===== config.mk =====
export PLATFORM = sky130hd
export DESIGN_NAME = footswitch_midi_event_gen
export DESIGN_NICKNAME = d
export VERILOG_FILES = /design/src/fsw_pkg.sv /design/src/footswitch_midi_event_gen.sv
export VERILOG_INCLUDE_DIRS = /design/src /design/src/src
export SDC_FILE = /design/constraint.sdc
export NUM_CORES = 1
export LEC_CHECK = 0
export BUFFER_PORTS_ARGS = -buffer_cell sky130_fd_sc_hd__buf_2
export CORE_ASPECT_RATIO = 2
export CORE_MARGIN = 5
export CORE_UTILIZATION = 60
export CTS_CLUSTER_DIAMETER = 60
export DETAILED_ROUTE_END_ITERATION = 12
export GPL_TIMING_DRIVEN = 0
export PLACE_DENSITY = 0.87
export SLEW_MARGIN = 5
export SYNTH_ARGS = -nofsm -noshare
export SYNTH_HDL_FRONTEND = slang
export SYNTH_SLANG_ARGS = --single-unit
export TNS_END_PERCENT = 10

===== constraint.sdc =====
create_clock -name clk_i -period 7.2 [get_ports clk_i]
set_input_delay 0 -clock clk_i [delete_from_list [all_inputs] [get_ports clk_i]]
set_output_delay 0 -clock clk_i [all_outputs]
set_load 0.01 [all_outputs]

===== src/fsw_consts.svh =====
// Offsets, field positions, message numbers and timing for the switch event block
`ifndef FSW_CONSTS_SVH
`define FSW_CONSTS_SVH
// Register byte offsets
`define OFF_CTRL 8'h00
`define OFF_TXEN 8'h04
`define OFF_CHAN 8'h08
`define OFF_RSUS 8'h0c
`define OFF_RSW1 8'h10
`define OFF_RSW3 8'h14
`define OFF_STAT 8'h18
// Control fields
`define CTRL_J1_LSB 0
`define CTRL_J2_LSB 2
`define CTRL_J3_LSB 4
`define CTRL_PERF 6
`define CTRL_ARP 7
`define CTRL_CH_LSB 8
`define CTRL_RST 12'h000
// Jack mode codes, jacks one and two
`define MODE_AUDIO 2'h0
`define MODE_SW 2'h1
`define MODE_SWI 2'h2
// Jack mode codes, jack three
`define MODE3_PED_R 2'h0
`define MODE3_PED_T 2'h1
`define MODE3_SW 2'h2
`define MODE3_SWI 2'h3
// Response codes
`define RESP_SUS 3'h1
`define RESP_SUS_I 3'h2
`define RESP_LAT 3'h3
`define RESP_LAT_I 3'h4
`define RESP_MUTE 3'h5
`define RESP_MUTE_I 3'h6
// Message numbers
`define NRPN_LSB 7'h7a
`define NRPN1_MSB 7'h23
`define NRPN3_MSB 7'h24
`define CC_SUSTAIN 7'h40
`define CC_BREATH 7'h02
`define VAL_ON 7'h7f
`define VAL_OFF 7'h00
`define VAL_HALF 7'h40
// Timing
`define CLK_MHZ 40
`define DEBOUNCE_US 5000
`endif


===== src/fsw_pkg.sv =====
// Types shared by the switch event block
package fsw_pkg;
    typedef enum logic {ST_IDLE, ST_SEND} seq_state_t;
    typedef logic [2:0] resp_t;
endpackage


===== src/footswitch_midi_event_gen.sv =====
// Rear jack switch and pedal sensing, MIDI event generation and part response
//
// The register offsets and register access over Wishbone were chosen for this implementation.
`timescale 1ns/1ps
`include "fsw_consts.svh"

module footswitch_midi_event_gen
    import fsw_pkg::*;
#(
    parameter int NPARTS = 8,
    parameter int DEBOUNCE_CYC = `DEBOUNCE_US * `CLK_MHZ
) (
    input wire logic clk_i,
    input wire logic rst_i,
    input wire logic wb_cyc_i,
    input wire logic wb_stb_i,
    input wire logic wb_we_i,
    input wire logic [7:0] wb_adr_i,
    input wire logic [3:0] wb_sel_i,
    input wire logic [31:0] wb_dat_i,
    output logic [31:0] wb_dat_o,
    output logic wb_ack_o,
    input wire logic [2:0] jack_i,
    input wire logic [6:0] pedal_ring_i,
    input wire logic [6:0] pedal_tip_i,
    input wire logic rx_valid_i,
    input wire logic [1:0] rx_kind_i,
    input wire logic [3:0] rx_chan_i,
    input wire logic [6:0] rx_value_i,
    output logic msg_valid_o,
    input wire logic msg_ready_i,
    output logic msg_nrpn_o,
    output logic [6:0] msg_num_msb_o,
    output logic [6:0] msg_num_lsb_o,
    output logic [6:0] msg_value_o,
    output logic [3:0] msg_chan_o,
    output logic arp_mute_o,
    output logic sustain_o,
    output logic arp_latch_o,
    output logic voc_freeze_o,
    output logic audio1_avail_o,
    output logic audio2_avail_o,
    output logic [NPARTS-1:0] part_sustain_o,
    output logic [NPARTS-1:0] part_latch_o,
    output logic [NPARTS-1:0] part_mute_o
);
    localparam int DW = $clog2(DEBOUNCE_CYC + 1);
    localparam int PW = (NPARTS > 1) ? $clog2(NPARTS) : 1;
    localparam int SW = 17;
    localparam int MW = 26;
    localparam logic [DW-1:0] DEB_LAST = DW'(DEBOUNCE_CYC - 1);
    localparam logic [PW-1:0] PART_LAST = PW'(NPARTS - 1);

    // Merge a write under byte enables
    function automatic logic [31:0] wmerge(input logic [31:0] o, input logic [31:0] n,
                                           input logic [3:0] s);
        logic [31:0] m;
        m = {{8{s[3]}}, {8{s[2]}}, {8{s[1]}}, {8{s[0]}}};
        return (o & ~m) | (n & m);
    endfunction

    // Apply one switch event to a part's state {mute, latch, sustain}
    function automatic logic [2:0] apply(input logic [2:0] st, input resp_t rs,
                                         input logic on);
        logic [2:0] r;
        r = st;
        unique case (rs)
            `RESP_SUS: r[0] = on;
            `RESP_SUS_I: r[0] = ~on;
            `RESP_LAT: r[1] = on;
            `RESP_LAT_I: r[1] = ~on;
            `RESP_MUTE: r[2] = on;
            `RESP_MUTE_I: r[2] = ~on;
            default: r = st;
        endcase
        return r;
    endfunction

    // Control registers
    logic [11:0] ctrl_r;
    logic [3*NPARTS-1:0] txen_r;
    logic [4*NPARTS-1:0] chan_r;
    logic [3*NPARTS-1:0] rsus_r;
    logic [3*NPARTS-1:0] rsw1_r;
    logic [3*NPARTS-1:0] rsw3_r;
    logic ack_r;
    logic [31:0] dat_r;

    // Mode decode of the control word
    wire [1:0] j1_mode = ctrl_r[`CTRL_J1_LSB +: 2];
    wire [1:0] j2_mode = ctrl_r[`CTRL_J2_LSB +: 2];
    wire [1:0] j3_mode = ctrl_r[`CTRL_J3_LSB +: 2];
    wire perf = ctrl_r[`CTRL_PERF];
    wire arp_on = ctrl_r[`CTRL_ARP];
    wire [3:0] gchan = ctrl_r[`CTRL_CH_LSB +: 4];
    // Codes 3 on jacks one and two fall back to audio
    wire [2:0] sw_en = {j3_mode[1],
                        j2_mode == `MODE_SW || j2_mode == `MODE_SWI,
                        j1_mode == `MODE_SW || j1_mode == `MODE_SWI};
    wire [2:0] sw_inv = {j3_mode == `MODE3_SWI, j2_mode == `MODE_SWI,
                         j1_mode == `MODE_SWI};
    wire ped_en = ~j3_mode[1];

    // Bus address decode
    wire [7:0] adr_w = {wb_adr_i[7:2], 2'b00};
    wire req = wb_cyc_i & wb_stb_i & ~ack_r;
    wire wr = req & wb_we_i;
    wire sel_ctrl = adr_w == `OFF_CTRL;
    wire sel_txen = adr_w == `OFF_TXEN;
    wire sel_chan = adr_w == `OFF_CHAN;
    wire sel_rsus = adr_w == `OFF_RSUS;
    wire sel_rsw1 = adr_w == `OFF_RSW1;
    wire sel_rsw3 = adr_w == `OFF_RSW3;
    wire sel_stat = adr_w == `OFF_STAT;

    // Pin synchronisers: three stages, a change counts once stages two and three agree
    logic [SW-1:0] s1_r;
    logic [SW-1:0] s2_r;
    logic [SW-1:0] s3_r;
    logic [SW-1:0] filt_r;
    wire [SW-1:0] pins = {pedal_tip_i, pedal_ring_i, jack_i};
    always_ff @(posedge clk_i) begin
        s1_r <= pins;
        s2_r <= s1_r;
        s3_r <= s2_r;
    end
    genvar gi;
    generate
        for (gi = 0; gi < SW; gi++) begin : g_filt
            always_ff @(posedge clk_i) begin
                if (rst_i) begin
                    filt_r[gi] <= 1'b0;
                end else if (s2_r[gi] == s3_r[gi]) begin
                    filt_r[gi] <= s3_r[gi];
                end
            end
        end
    endgenerate

    // Debounce each switch; a closed contact reads high, inverted switches rest closed
    logic [2:0] stable_r;
    logic [2:0] chg;
    wire [2:0] sensed = filt_r[2:0] ^ sw_inv;
    generate
        for (gi = 0; gi < 3; gi++) begin : g_deb
            logic [DW-1:0] cnt_r;
            assign chg[gi] = (sensed[gi] != stable_r[gi]) && (cnt_r == DEB_LAST);
            always_ff @(posedge clk_i) begin
                if (rst_i) begin
                    cnt_r <= '0;
                    stable_r[gi] <= 1'b0;
                end else if (sensed[gi] == stable_r[gi]) begin
                    cnt_r <= '0;
                end else if (chg[gi]) begin
                    cnt_r <= '0;
                    stable_r[gi] <= sensed[gi];
                end else begin
                    cnt_r <= cnt_r + 1'b1;
                end
            end
        end
    endgenerate

    // Pedal value by wiring type; the converter is assumed to hold its word steady
    wire [6:0] ped_val = (j3_mode == `MODE3_PED_T) ? filt_r[16:10] : filt_r[9:3];
    logic [6:0] ped_last_r;

    // Pending events; a switch change wins over its clear; a pedal word taken now cannot re-arm
    seq_state_t st_r;
    logic [3:0] pend_r;
    logic [1:0] cur_j_r;
    logic cur_on_r;
    logic [6:0] cur_val_r;
    logic [PW-1:0] part_r;
    wire take = (st_r == ST_IDLE) && (pend_r != 4'h0);
    wire [1:0] pick = pend_r[0] ? 2'd0 : pend_r[1] ? 2'd1 : pend_r[2] ? 2'd2 : 2'd3;
    wire [3:0] pend_clr = take ? (4'h1 << pick) : 4'h0;
    wire [3:0] pend_set = {ped_en & (ped_val != ped_last_r) & ~pend_clr[3], chg & sw_en};

    // Sequencer: one message in program mode, one per enabled part in performance mode
    logic buf_ready;
    wire [1:0] en_j = (cur_j_r == 2'd3) ? 2'd2 : cur_j_r;
    wire en_hit = txen_r[3*part_r + en_j];
    wire sending = st_r == ST_SEND;
    wire push = sending && buf_ready && (~perf || en_hit);
    wire advance = sending && (perf ? (~en_hit || push) : push);
    wire last = ~perf || (part_r == PART_LAST);

    always_ff @(posedge clk_i) begin
        if (rst_i) begin
            st_r <= ST_IDLE;
            pend_r <= 4'h0;
            cur_j_r <= 2'd0;
            cur_on_r <= 1'b0;
            cur_val_r <= 7'h00;
            part_r <= '0;
            ped_last_r <= 7'h00;
        end else begin
            pend_r <= (pend_r & ~pend_clr) | pend_set;
            unique case (st_r)
                ST_IDLE: begin
                    if (take) begin
                        st_r <= ST_SEND;
                        cur_j_r <= pick;
                        cur_on_r <= (pick == 2'd3) ? 1'b0 : stable_r[pick];
                        cur_val_r <= ped_val;
                        part_r <= '0;
                        if (pick == 2'd3) begin
                            ped_last_r <= ped_val;
                        end
                    end
                end
                ST_SEND: begin
                    if (advance) begin
                        if (last) begin
                            st_r <= ST_IDLE;
                        end else begin
                            part_r <= part_r + 1'b1;
                        end
                    end
                end
            endcase
        end
    end

    // Message content by jack
    wire m_nrpn = (cur_j_r == 2'd0) || (cur_j_r == 2'd2);
    wire [6:0] m_msb = (cur_j_r == 2'd0) ? `NRPN1_MSB : (cur_j_r == 2'd2) ? `NRPN3_MSB : 7'h00;
    wire [6:0] m_lsb = m_nrpn ? `NRPN_LSB :
                       (cur_j_r == 2'd1) ? `CC_SUSTAIN : `CC_BREATH;
    wire [6:0] m_val = (cur_j_r == 2'd3) ? cur_val_r :
                       cur_on_r ? `VAL_ON : `VAL_OFF;
    wire [3:0] m_ch = perf ? chan_r[4*part_r +: 4] : gchan;
    wire [MW-1:0] m_word = {m_nrpn, m_msb, m_lsb, m_val, m_ch};

    // Two-entry output buffer: an output stage and a skid stage; full stalls the sequencer
    logic [MW-1:0] out_r;
    logic out_v_r;
    logic [MW-1:0] skid_r;
    logic skid_v_r;
    wire out_take = ~out_v_r | msg_ready_i;
    assign buf_ready = ~skid_v_r;
    always_ff @(posedge clk_i) begin
        if (rst_i) begin
            out_v_r <= 1'b0;
            skid_v_r <= 1'b0;
            out_r <= '0;
            skid_r <= '0;
        end else if (out_take) begin
            out_v_r <= skid_v_r | push;
            out_r <= skid_v_r ? skid_r : m_word;
            skid_v_r <= 1'b0;
        end else if (push) begin
            skid_r <= m_word;
            skid_v_r <= 1'b1;
        end
    end
    assign msg_valid_o = out_v_r;
    assign {msg_nrpn_o, msg_num_msb_o, msg_num_lsb_o, msg_value_o, msg_chan_o} = out_r;

    // Program mode functions follow the debounced switch levels
    logic arp_mute_r;
    logic sustain_r;
    logic arp_latch_r;
    logic freeze_r;
    logic audio1_r;
    logic audio2_r;
    wire pg = ~perf;
    always_ff @(posedge clk_i) begin
        if (rst_i) begin
            arp_mute_r <= 1'b0;
            sustain_r <= 1'b0;
            arp_latch_r <= 1'b0;
            freeze_r <= 1'b0;
            audio1_r <= 1'b1;
            audio2_r <= 1'b1;
        end else begin
            arp_mute_r <= pg & sw_en[0] & stable_r[0];
            sustain_r <= pg & sw_en[1] & stable_r[1] & ~arp_on;
            arp_latch_r <= pg & sw_en[1] & stable_r[1] & arp_on;
            freeze_r <= pg & sw_en[2] & stable_r[2];
            audio1_r <= ~sw_en[0];
            audio2_r <= ~sw_en[1];
        end
    end
    assign {arp_mute_o, sustain_o, arp_latch_o, voc_freeze_o} = {arp_mute_r, sustain_r,
                                                                 arp_latch_r, freeze_r};
    assign {audio1_avail_o, audio2_avail_o} = {audio1_r, audio2_r};

    // Part responses: a local event first, then a received one in the same cycle
    wire loc_ev = push & perf & (cur_j_r != 2'd3);
    wire rx_on = rx_value_i >= `VAL_HALF;
    generate
        for (gi = 0; gi < NPARTS; gi++) begin : g_part
            logic [2:0] pst_r;
            wire resp_t r_sus = rsus_r[3*gi +: 3];
            wire resp_t r_sw1 = rsw1_r[3*gi +: 3];
            wire resp_t r_sw3 = rsw3_r[3*gi +: 3];
            wire resp_t r_loc = (cur_j_r == 2'd0) ? r_sw1 : (cur_j_r == 2'd1) ? r_sus : r_sw3;
            wire resp_t r_rx = (rx_kind_i == 2'd0) ? r_sw1 : (rx_kind_i == 2'd1) ? r_sus : r_sw3;
            wire hit_l = loc_ev && (part_r == PW'(gi));
            wire hit_r = perf && rx_valid_i && (rx_kind_i != 2'd3) &&
                         (rx_chan_i == chan_r[4*gi +: 4]);
            wire [2:0] st_l = hit_l ? apply(pst_r, r_loc, cur_on_r) : pst_r;
            wire [2:0] st_x = hit_r ? apply(st_l, r_rx, rx_on) : st_l;
            always_ff @(posedge clk_i) begin
                if (rst_i) begin
                    pst_r <= 3'h0;
                end else begin
                    pst_r <= st_x;
                end
            end
            assign {part_mute_o[gi], part_latch_o[gi], part_sustain_o[gi]} = pst_r;
        end
    endgenerate

    // Register read mux; unmapped offsets read zero and ignore writes
    wire [31:0] stat_w = {22'h00_0000, sending, audio2_r, audio1_r, freeze_r,
                          arp_latch_r, sustain_r, arp_mute_r, stable_r};
    wire [31:0] rd_mux = sel_ctrl ? {20'h0_0000, ctrl_r} :
                         sel_txen ? 32'(txen_r) :
                         sel_chan ? 32'(chan_r) :
                         sel_rsus ? 32'(rsus_r) :
                         sel_rsw1 ? 32'(rsw1_r) :
                         sel_rsw3 ? 32'(rsw3_r) :
                         sel_stat ? stat_w : 32'h0000_0000;

    // Wishbone slave: ack one cycle after the strobe, dropped the cycle after
    always_ff @(posedge clk_i) begin
        if (rst_i) begin
            ack_r <= 1'b0;
            dat_r <= 32'h0000_0000;
            ctrl_r <= `CTRL_RST;
            txen_r <= '0;
            chan_r <= '0;
            rsus_r <= '0;
            rsw1_r <= '0;
            rsw3_r <= '0;
        end else begin
            ack_r <= req;
            dat_r <= req ? rd_mux : 32'h0000_0000;
            if (wr && sel_ctrl) ctrl_r <= 12'(wmerge({20'h0_0000, ctrl_r}, wb_dat_i, wb_sel_i));
            if (wr && sel_txen) txen_r <= (3*NPARTS)'(wmerge(32'(txen_r), wb_dat_i, wb_sel_i));
            if (wr && sel_chan) chan_r <= (4*NPARTS)'(wmerge(32'(chan_r), wb_dat_i, wb_sel_i));
            if (wr && sel_rsus) rsus_r <= (3*NPARTS)'(wmerge(32'(rsus_r), wb_dat_i, wb_sel_i));
            if (wr && sel_rsw1) rsw1_r <= (3*NPARTS)'(wmerge(32'(rsw1_r), wb_dat_i, wb_sel_i));
            if (wr && sel_rsw3) rsw3_r <= (3*NPARTS)'(wmerge(32'(rsw3_r), wb_dat_i, wb_sel_i));
        end
    end
    assign {wb_ack_o, wb_dat_o} = {ack_r, dat_r};
endmodule // footswitch_midi_event_gen


Word-level counts from Yosys, hierarchy flattened

Index checks and enable logic that the tools add are counted.

Bits in registers: 407
Word-level logic and storage cells: 473
Output and inout port bits: 90
Input port bits: 81

$add $sub $neg: 5
Muxes and demuxes: 131
Bitwise operators: 54
Multiply operators: 1
Reductions and logical operators: 56
Equal/unequal tests: 160
Shift operators: 2
$lt $le $gt $ge: 3

Operator list:

| operator                                             | count |
|---|---|
| equality test 3 bit (second input constant)          | 52 |
| 2-to-1 mux 3 bit                                     | 51 |
| equality test 3 x 2 -> 1 bit (second input constant) | 34 |
| case mux 1 bit (2 select lines)                      | 49 |
| bitwise AND 24 bit                                   | 4 |
| 2-to-1 mux 24 bit                                    | 4 |
| OR 24 bit                                            | 4 |
| bitwise AND 32 bit                                   | 2 |
| adder 18 x 1 -> 18 bit (second input constant)       | 3 |
| equality test 18 bit (second input constant)         | 3 |
| equality test 3 x 1 -> 1 bit (second input constant) | 17 |
| 2-to-1 mux 7 bit                                     | 5 |
| equality test 4 bit                                  | 8 |
| 2-to-1 mux 32 bit                                    | 1 |
| inverter 32 bit                                      | 1 |
| OR 32 bit                                            | 1 |
| variable part select 32 x 6 -> 4 bit                 | 1 |
| logical AND 1 bit                                    | 31 |
| 2-to-1 mux 26 bit                                    | 1 |
| equality test 1 bit                                  | 20 |
| equality test 6 x 3 -> 1 bit (second input constant) | 3 |
| inverter 1 bit                                       | 18 |
| bitwise AND 1 bit                                    | 15 |
| bitwise AND 12 bit                                   | 1 |
| other kinds (41)                                     | 83 |

Longest topological paths before layout

Depth after elaboration: 13
Gate-level depth with buffers: 18
Gate-level depth less buffers: 12

Least setup slack after synthesis

OpenSTA, ideal clock, no wires.

Path kind: register to register
From: register cur_j_r[1]
To: register skid_r[23]
Required time: 7.072 ns
Arrival: 4.823 ns
Stages on the path, launching flop included: 19
Setup time: 0.128 ns
Path slack: 2.250 ns
Path buffers: 8
Period minus slack after synthesis: 4.950 ns
Cells stage by stage: dfxtp_1 -> clkbuf_1 -> buf_1 -> clkbuf_1 -> clkbuf_1 -> clkbuf_1 -> fa_1 -> ha_1 -> fa_1 -> buf_2 -> mux4_2 -> nor2_1 -> or4b_4 -> and3_4 -> buf_6 -> nor4_4 -> buf_6 -> mux2i_1 -> nor2_1

Cells in the longest elaborated chain, start to end: 8
Elaborated cells on any way between the ends: 12
Classes of those cells: add/sub (1); eq/ne (2); mux (5); reduce/logical (4)

Ends and longest elaborated chain:

| what                                   | line                             | text |
|---|---|---|
| start: declaration                     | footswitch_midi_event_gen.sv:171 | `logic [1:0] cur_j_r;` |
| start signal: assignment               | footswitch_midi_event_gen.sv:204 | `cur_j_r <= pick;` |
| equality test 2 bit                    | footswitch_midi_event_gen.sv:182 | `wire [1:0] en_j = (cur_j_r == 2'd3) ? 2'd2 : cur_j_r;` |
| 2-to-1 mux 2 bit                       | footswitch_midi_event_gen.sv:182 |  |
| adder 5 x 2 -> 6 bit                   | footswitch_midi_event_gen.sv:183 | `wire en_hit = txen_r[3*part_r + en_j];` |
| binary-select mux 1 bit (select 5 bit) | footswitch_midi_event_gen.sv:183 |  |
| 2-to-1 mux 1 bit (not written as such) | footswitch_midi_event_gen.sv:183 |  |
| logical OR 1 bit                       | footswitch_midi_event_gen.sv:185 | `wire push = sending && buf_ready && (~perf \|\| en_hit);` |
| logical AND 1 bit                      | footswitch_midi_event_gen.sv:185 |  |
| AND reduction 2 bit (no line)          | n/a                              |  |
| end signal: assignment                 | footswitch_midi_event_gen.sv:254 | `skid_r <= m_word;` |
| end: declaration                       | footswitch_midi_event_gen.sv:239 | `logic [MW-1:0] skid_r;` |

Parallel ways exist; a longest one is shown, timed or not. The select of a mux whose other input is x is not followed.
A chain may end at the register's enable or synchronous reset.

Final worst setup path

From: register cur_j_r[1]
To: register g_part[2].pst_r[1]

Cells in the longest elaborated chain, start to end: 13
Elaborated cells on any way between the ends: 21
Classes of those cells: add/sub (1); eq/ne (5); mux (9); bitwise (2); reduce/logical (4)

Ends and longest elaborated chain:

| what                                   | line                             | text |
|---|---|---|
| equality test 2 bit                    | footswitch_midi_event_gen.sv:182 |  |
| 2-to-1 mux 2 bit                       | footswitch_midi_event_gen.sv:182 |  |
| adder 5 x 2 -> 6 bit                   | footswitch_midi_event_gen.sv:183 |  |
| binary-select mux 1 bit (select 5 bit) | footswitch_midi_event_gen.sv:183 |  |
| 2-to-1 mux 1 bit (not written as such) | footswitch_midi_event_gen.sv:183 |  |
| logical OR 1 bit                       | footswitch_midi_event_gen.sv:185 |  |
| logical AND 1 bit                      | footswitch_midi_event_gen.sv:185 |  |
| bitwise AND 1 bit (2 in a row)         | footswitch_midi_event_gen.sv:291 | `wire loc_ev = push & perf & (cur_j_r != 2'd3);` |
| logical AND 1 bit                      | footswitch_midi_event_gen.sv:301 | `wire hit_l = loc_ev && (part_r == PW'(gi));` |
| 2-to-1 mux 3 bit (*)                   | footswitch_midi_event_gen.sv:304 | `wire [2:0] st_l = hit_l ? apply(pst_r, r_loc, cur_on_r) : pst_r;` |
| case mux 1 bit (2 select lines)        | footswitch_midi_event_gen.sv:67  | `unique case (rs)` |
| 2-to-1 mux 3 bit (*)                   | footswitch_midi_event_gen.sv:305 | `wire [2:0] st_x = hit_r ? apply(st_l, r_rx, rx_on) : st_l;` |
| end signal: assignment                 | footswitch_midi_event_gen.sv:310 | `pst_r <= st_x;` |
| end: declaration                       | footswitch_midi_event_gen.sv:295 | `logic [2:0] pst_r;` |

Mark *: on every way between the ends. The rest lies on a longest branch, timed or not. The select of a mux whose other input is x is not followed.

==> flow_summary.yaml <==
drt:
  post_drt_via_cell_ratio: 6.53
  detail_route.wl_per_cell_um: 23.5
  top_layer_used: "met4"
  ant_nets: 0
  wl_met2_um: 32300
  drc_errors: 0
  detail_route.wirelength_um: 66300
  iter_0_drt_violations: 2132
  detailedRoute.firstPassIterationCount: 9
  m1WireLength_um: 21600
  via_count: 18400
  route.met3.wl_um: 5220
critical_path:
  critical_path.top_delay_family: "buffers and inverters"
  cp_max_fo: 10
  critical_path.endpoint_type: "flop"
  worstSetupPathType: "flop to flop"
  worst_path_max_delay_cell: "sky130_fd_sc_hd__buf_1"
  worst_r2r_startpoint: "cur_j_r[1]"
  critical-path-max-stage-delay_ns: 0.66
  startpoint: "cur_j_r[1]"
  critical-path-top-cell-by-count: "sky130_fd_sc_hd__clkbuf_1"
  arrival_ns: 6.91
  critical_path.cell_chain: "clkbuf_1 > buf_1 > clkbuf_1 > clkbuf_1 > clkbuf_1 > fa_1 > ha_1 > fa_1 > buf_2 > mux4_2 > nor2_1 > or4b_4 > nand3_2 > buf_1 > a21boi_0 > o21ai_0 > a21oi_1"
  critical_path_buffers_and_inverters: 7
  reg2reg_to: "g_part[2].pst_r[1]"
  setup.worst_path.start_class: "flop"
  critPathRequiredTime_ns: 7.56
  rr_worst_depth: 17
  timing.reg2reg.setup_slack_ns: 0.65
worst_hold_path:
  worst_hold_launch: "rx_value_i[6]"
  timing.hold.worst_path_depth: 4
  hold_path_class: "input pin to flop"
  holdPathEnd: "g_part[5].pst_r[1]"
clock_tree:
  htree_levels: 2
  tritoncts: "yes"
  tritoncts.num_buffers: 35
  max-clock-path-buffers: 3
  clk_pin_slew_worst_paths_ns: 0.07
  source_to_sink_clock_delay_at_the_later_pin_of_the_worst_skew_pair_ns: 0.55
  numClockSinks: 387
  clock_tree_root: "sky130_fd_sc_hd__clkbuf_16"
  postCtsResizedCells: 0
logic_synthesis:
  synthCells: 2186
  most_used_standard_cell_by_instance_count_after_synthesis: "sky130_fd_sc_hd__dfxtp_1"
  synth.cell_area_um2: 18200
  top_reg_cell_synth: "sky130_fd_sc_hd__dfxtp_1"
  synth_area_per_cell_um2: 8.31
  library_cell_with_the_largest_summed_area_after_synthesis: "sky130_fd_sc_hd__dfxtp_1"
  synth.yosys.warnings: 0
  post_synthesis_cell_type_count: 80
  yosys_register_bits: 387
  synth_top_cells_by_count: "387 x sky130_fd_sc_hd__dfxtp_1, 329 x sky130_fd_sc_hd__nand2_1, 226 x sky130_fd_sc_hd__a21oi_1"
  synth_largest_type_area_fraction: 0.426
  synthTopCellsByArea: "sky130_fd_sc_hd__dfxtp_1 43%, sky130_fd_sc_hd__nand2_1 6.8%, sky130_fd_sc_hd__a21oi_1 6.2%"
  synthArstFlopShare: 0
  synth-seq-area-share: 0.426
  synth_edf_count: 0
global_routing:
  grtUsageTotal: 0.373
  grt_max_degree: 18
  number_of_global_route_vias_before_repair: 18200
  globalRoute.totalOverflow: 0
  antenna_violations_before_repair: 0
  grt_pass1_wl_um: 100000
sta:
  final.period_utilization: 0.910
  worst_slew_pin_slew_ns: 1.30
  maximum_achievable_frequency_mhz: 153
  drv_slew: 0
  slew_headroom: 0.124
  fin_crit_ns: 6.55
  timing.final.setup_violations: 0
  setup_tns_ns: 0
  hold_violations: 0
  rsz_0062_raised_after_global_routing: "false"
  clock-skew-final_ns: 0.0255
  setup_slack_ns: 0.647
finish:
  layout.nets: 2525
  post_layout_nonfiller_instances: 2820
  final_layout_size_suffix_gt1_frac: 0.121
  layout-area-overhead-vs-synth_pct: 16.6
  final_core_util: 0.705
  diodes: 0
  final.fill_count: 2379
power:
  max-vdd-ir-drop_mv: 0.284
  power.static_leakage_nw: 7.58
  power.density_cell_area_nw_per_um2: 223
place:
  post-place-cells: 2707
  gp_routability_congestion: 1.02
  dp_worst_setup_slack_ns: 0.966
  place_hpwl_um: 49000
  port_buffers: 149
die:
  die_w_um: 133
  core.rowCount: 90
  floorplan.die_area_um2: 34100
  fp.coreArea_um2: 30100
  dieHeight_um: 256
  ioPinCount: 171
  initial_core_util: 0.604
outcome:
  run_status: "finished, final reports clean"
job:
  drv.max_cap_violation_count: 0
[cell families (layout without fill, tap and decap cells)]
family / Yosys count / after routing / share of synthesized area
AOI/OAI and AO/OA: 500 / 500 / 0.171
xor gates and xnor gates: 91 / 91 / 0.0439
adders and majority gates: 18 / 18 / 0.0132
buffers and inverters: 180 / 442 / 0.0411
DFF: 387 / 387 / 0.426
muxes: 125 / 125 / 0.0777
other: 1 / 5 / 0.000206
and+or+nand+nor: 884 / 884 / 0.227
[cell type report]
| cell class | instances | area (um2) | area share |
|---|---|---|---|
| timing repair buffer | 199 | 1250 | 0.0588 |
| clock inverter | 17 | 267 | 0.0126 |
| multi-input combinational | 1623 | 9690 | 0.457 |
| buffer | 155 | 653 | 0.0308 |
| tap | 368 | 460 | 0.0217 |
| clock buffer | 46 | 1030 | 0.0486 |
| sequential | 387 | 7750 | 0.366 |
| inverter | 25 | 93.8 | 0.00443 |
[placed cells by master, fill, tap and decap left out, types with 21 or more instances in the layout]
master and n:
sky130_fd_sc_hd__a211oi_1 24, sky130_fd_sc_hd__a21oi_1 226, sky130_fd_sc_hd__a222oi_1 21, sky130_fd_sc_hd__a22oi_1 36
sky130_fd_sc_hd__a31oi_1 25, sky130_fd_sc_hd__and3_1 31, sky130_fd_sc_hd__buf_2 152, sky130_fd_sc_hd__clkbuf_1 128
sky130_fd_sc_hd__clkbuf_16 37, sky130_fd_sc_hd__dfxtp_1 387, sky130_fd_sc_hd__dlygate4sd3_1 50, sky130_fd_sc_hd__inv_1 22
sky130_fd_sc_hd__mux2i_1 95, sky130_fd_sc_hd__nand2_1 329, sky130_fd_sc_hd__nand3_1 176, sky130_fd_sc_hd__nand4_1 21
sky130_fd_sc_hd__nor2_1 171, sky130_fd_sc_hd__nor3_1 32, sky130_fd_sc_hd__o21ai_0 77, sky130_fd_sc_hd__xnor2_1 41
sky130_fd_sc_hd__xor2_1 50
[worst reg2reg max path, stage by stage, from the launching register on]
cell and delay [ns]:
sky130_fd_sc_hd__dfxtp_1 0.38, sky130_fd_sc_hd__clkbuf_1 0.49, sky130_fd_sc_hd__buf_1 0.54, sky130_fd_sc_hd__clkbuf_1 0.47
sky130_fd_sc_hd__clkbuf_1 0.53, sky130_fd_sc_hd__clkbuf_1 0.19, sky130_fd_sc_hd__fa_1 0.44, sky130_fd_sc_hd__ha_1 0.26
sky130_fd_sc_hd__fa_1 0.49, sky130_fd_sc_hd__buf_2 0.26, sky130_fd_sc_hd__mux4_2 0.27, sky130_fd_sc_hd__nor2_1 0.05
sky130_fd_sc_hd__or4b_4 0.55, sky130_fd_sc_hd__nand3_2 0.27, sky130_fd_sc_hd__buf_1 0.66, sky130_fd_sc_hd__a21boi_0 0.20
sky130_fd_sc_hd__o21ai_0 0.24, sky130_fd_sc_hd__a21oi_1 0.10
[layer usage]
| metal | vias to the layer above | global-route usage |
|---|---|---|
| met5 | - | 0 |
| met4 | 0 | 0.337 |
| met3 | 429 | 0.0565 |
| met2 | 1129 | 0.649 |
| met1 | 8604 | 0.379 |
| li1 | 8254 | - |
[metrics by stage]
stage | area (um2) | hold WS [ns] | power (mW)
final | 21200 | 0.0320 | 4.73
after global routing | 21200 | 0.0374 | 4.83
after CTS | 21200 | 0.000618 | 4.71
after detailed placement | 19400 | 0.104 | 2.62
after global placement | 19400 | 0.102 | 2.61
after floorplan | 18200 | 0.0277 | 2.48
[worst max path at each step]
stage | to | cells past startpoint
2_1_floorplan | skid_r[23] | 18
3_3_place_gp | g_part[1].pst_r[2] | 18
3_5_place_dp | g_part[0].pst_r[2] | 18
4_1_cts | g_part[0].pst_r[2] | 18
5_1_grt | g_part[0].pst_r[2] | 18
6_report | g_part[2].pst_r[1] | 17
[power breakdown]
| group | switching, mW | internal (mW) | total [mW] |
|---|---|---|---|
| combinational | 0.252 | 0.137 | 0.388 |
| sequential | 0.0319 | 2.19 | 2.22 |
| clock | 0.880 | 1.24 | 2.12 |
[timing repair]
action / CTS / global route
hold endpoints to repair: 159 / 0
hold buffers: 50 / 0
setup buffers: 0 / 0
No activity file was read; power rests on OpenSTA's default activity.
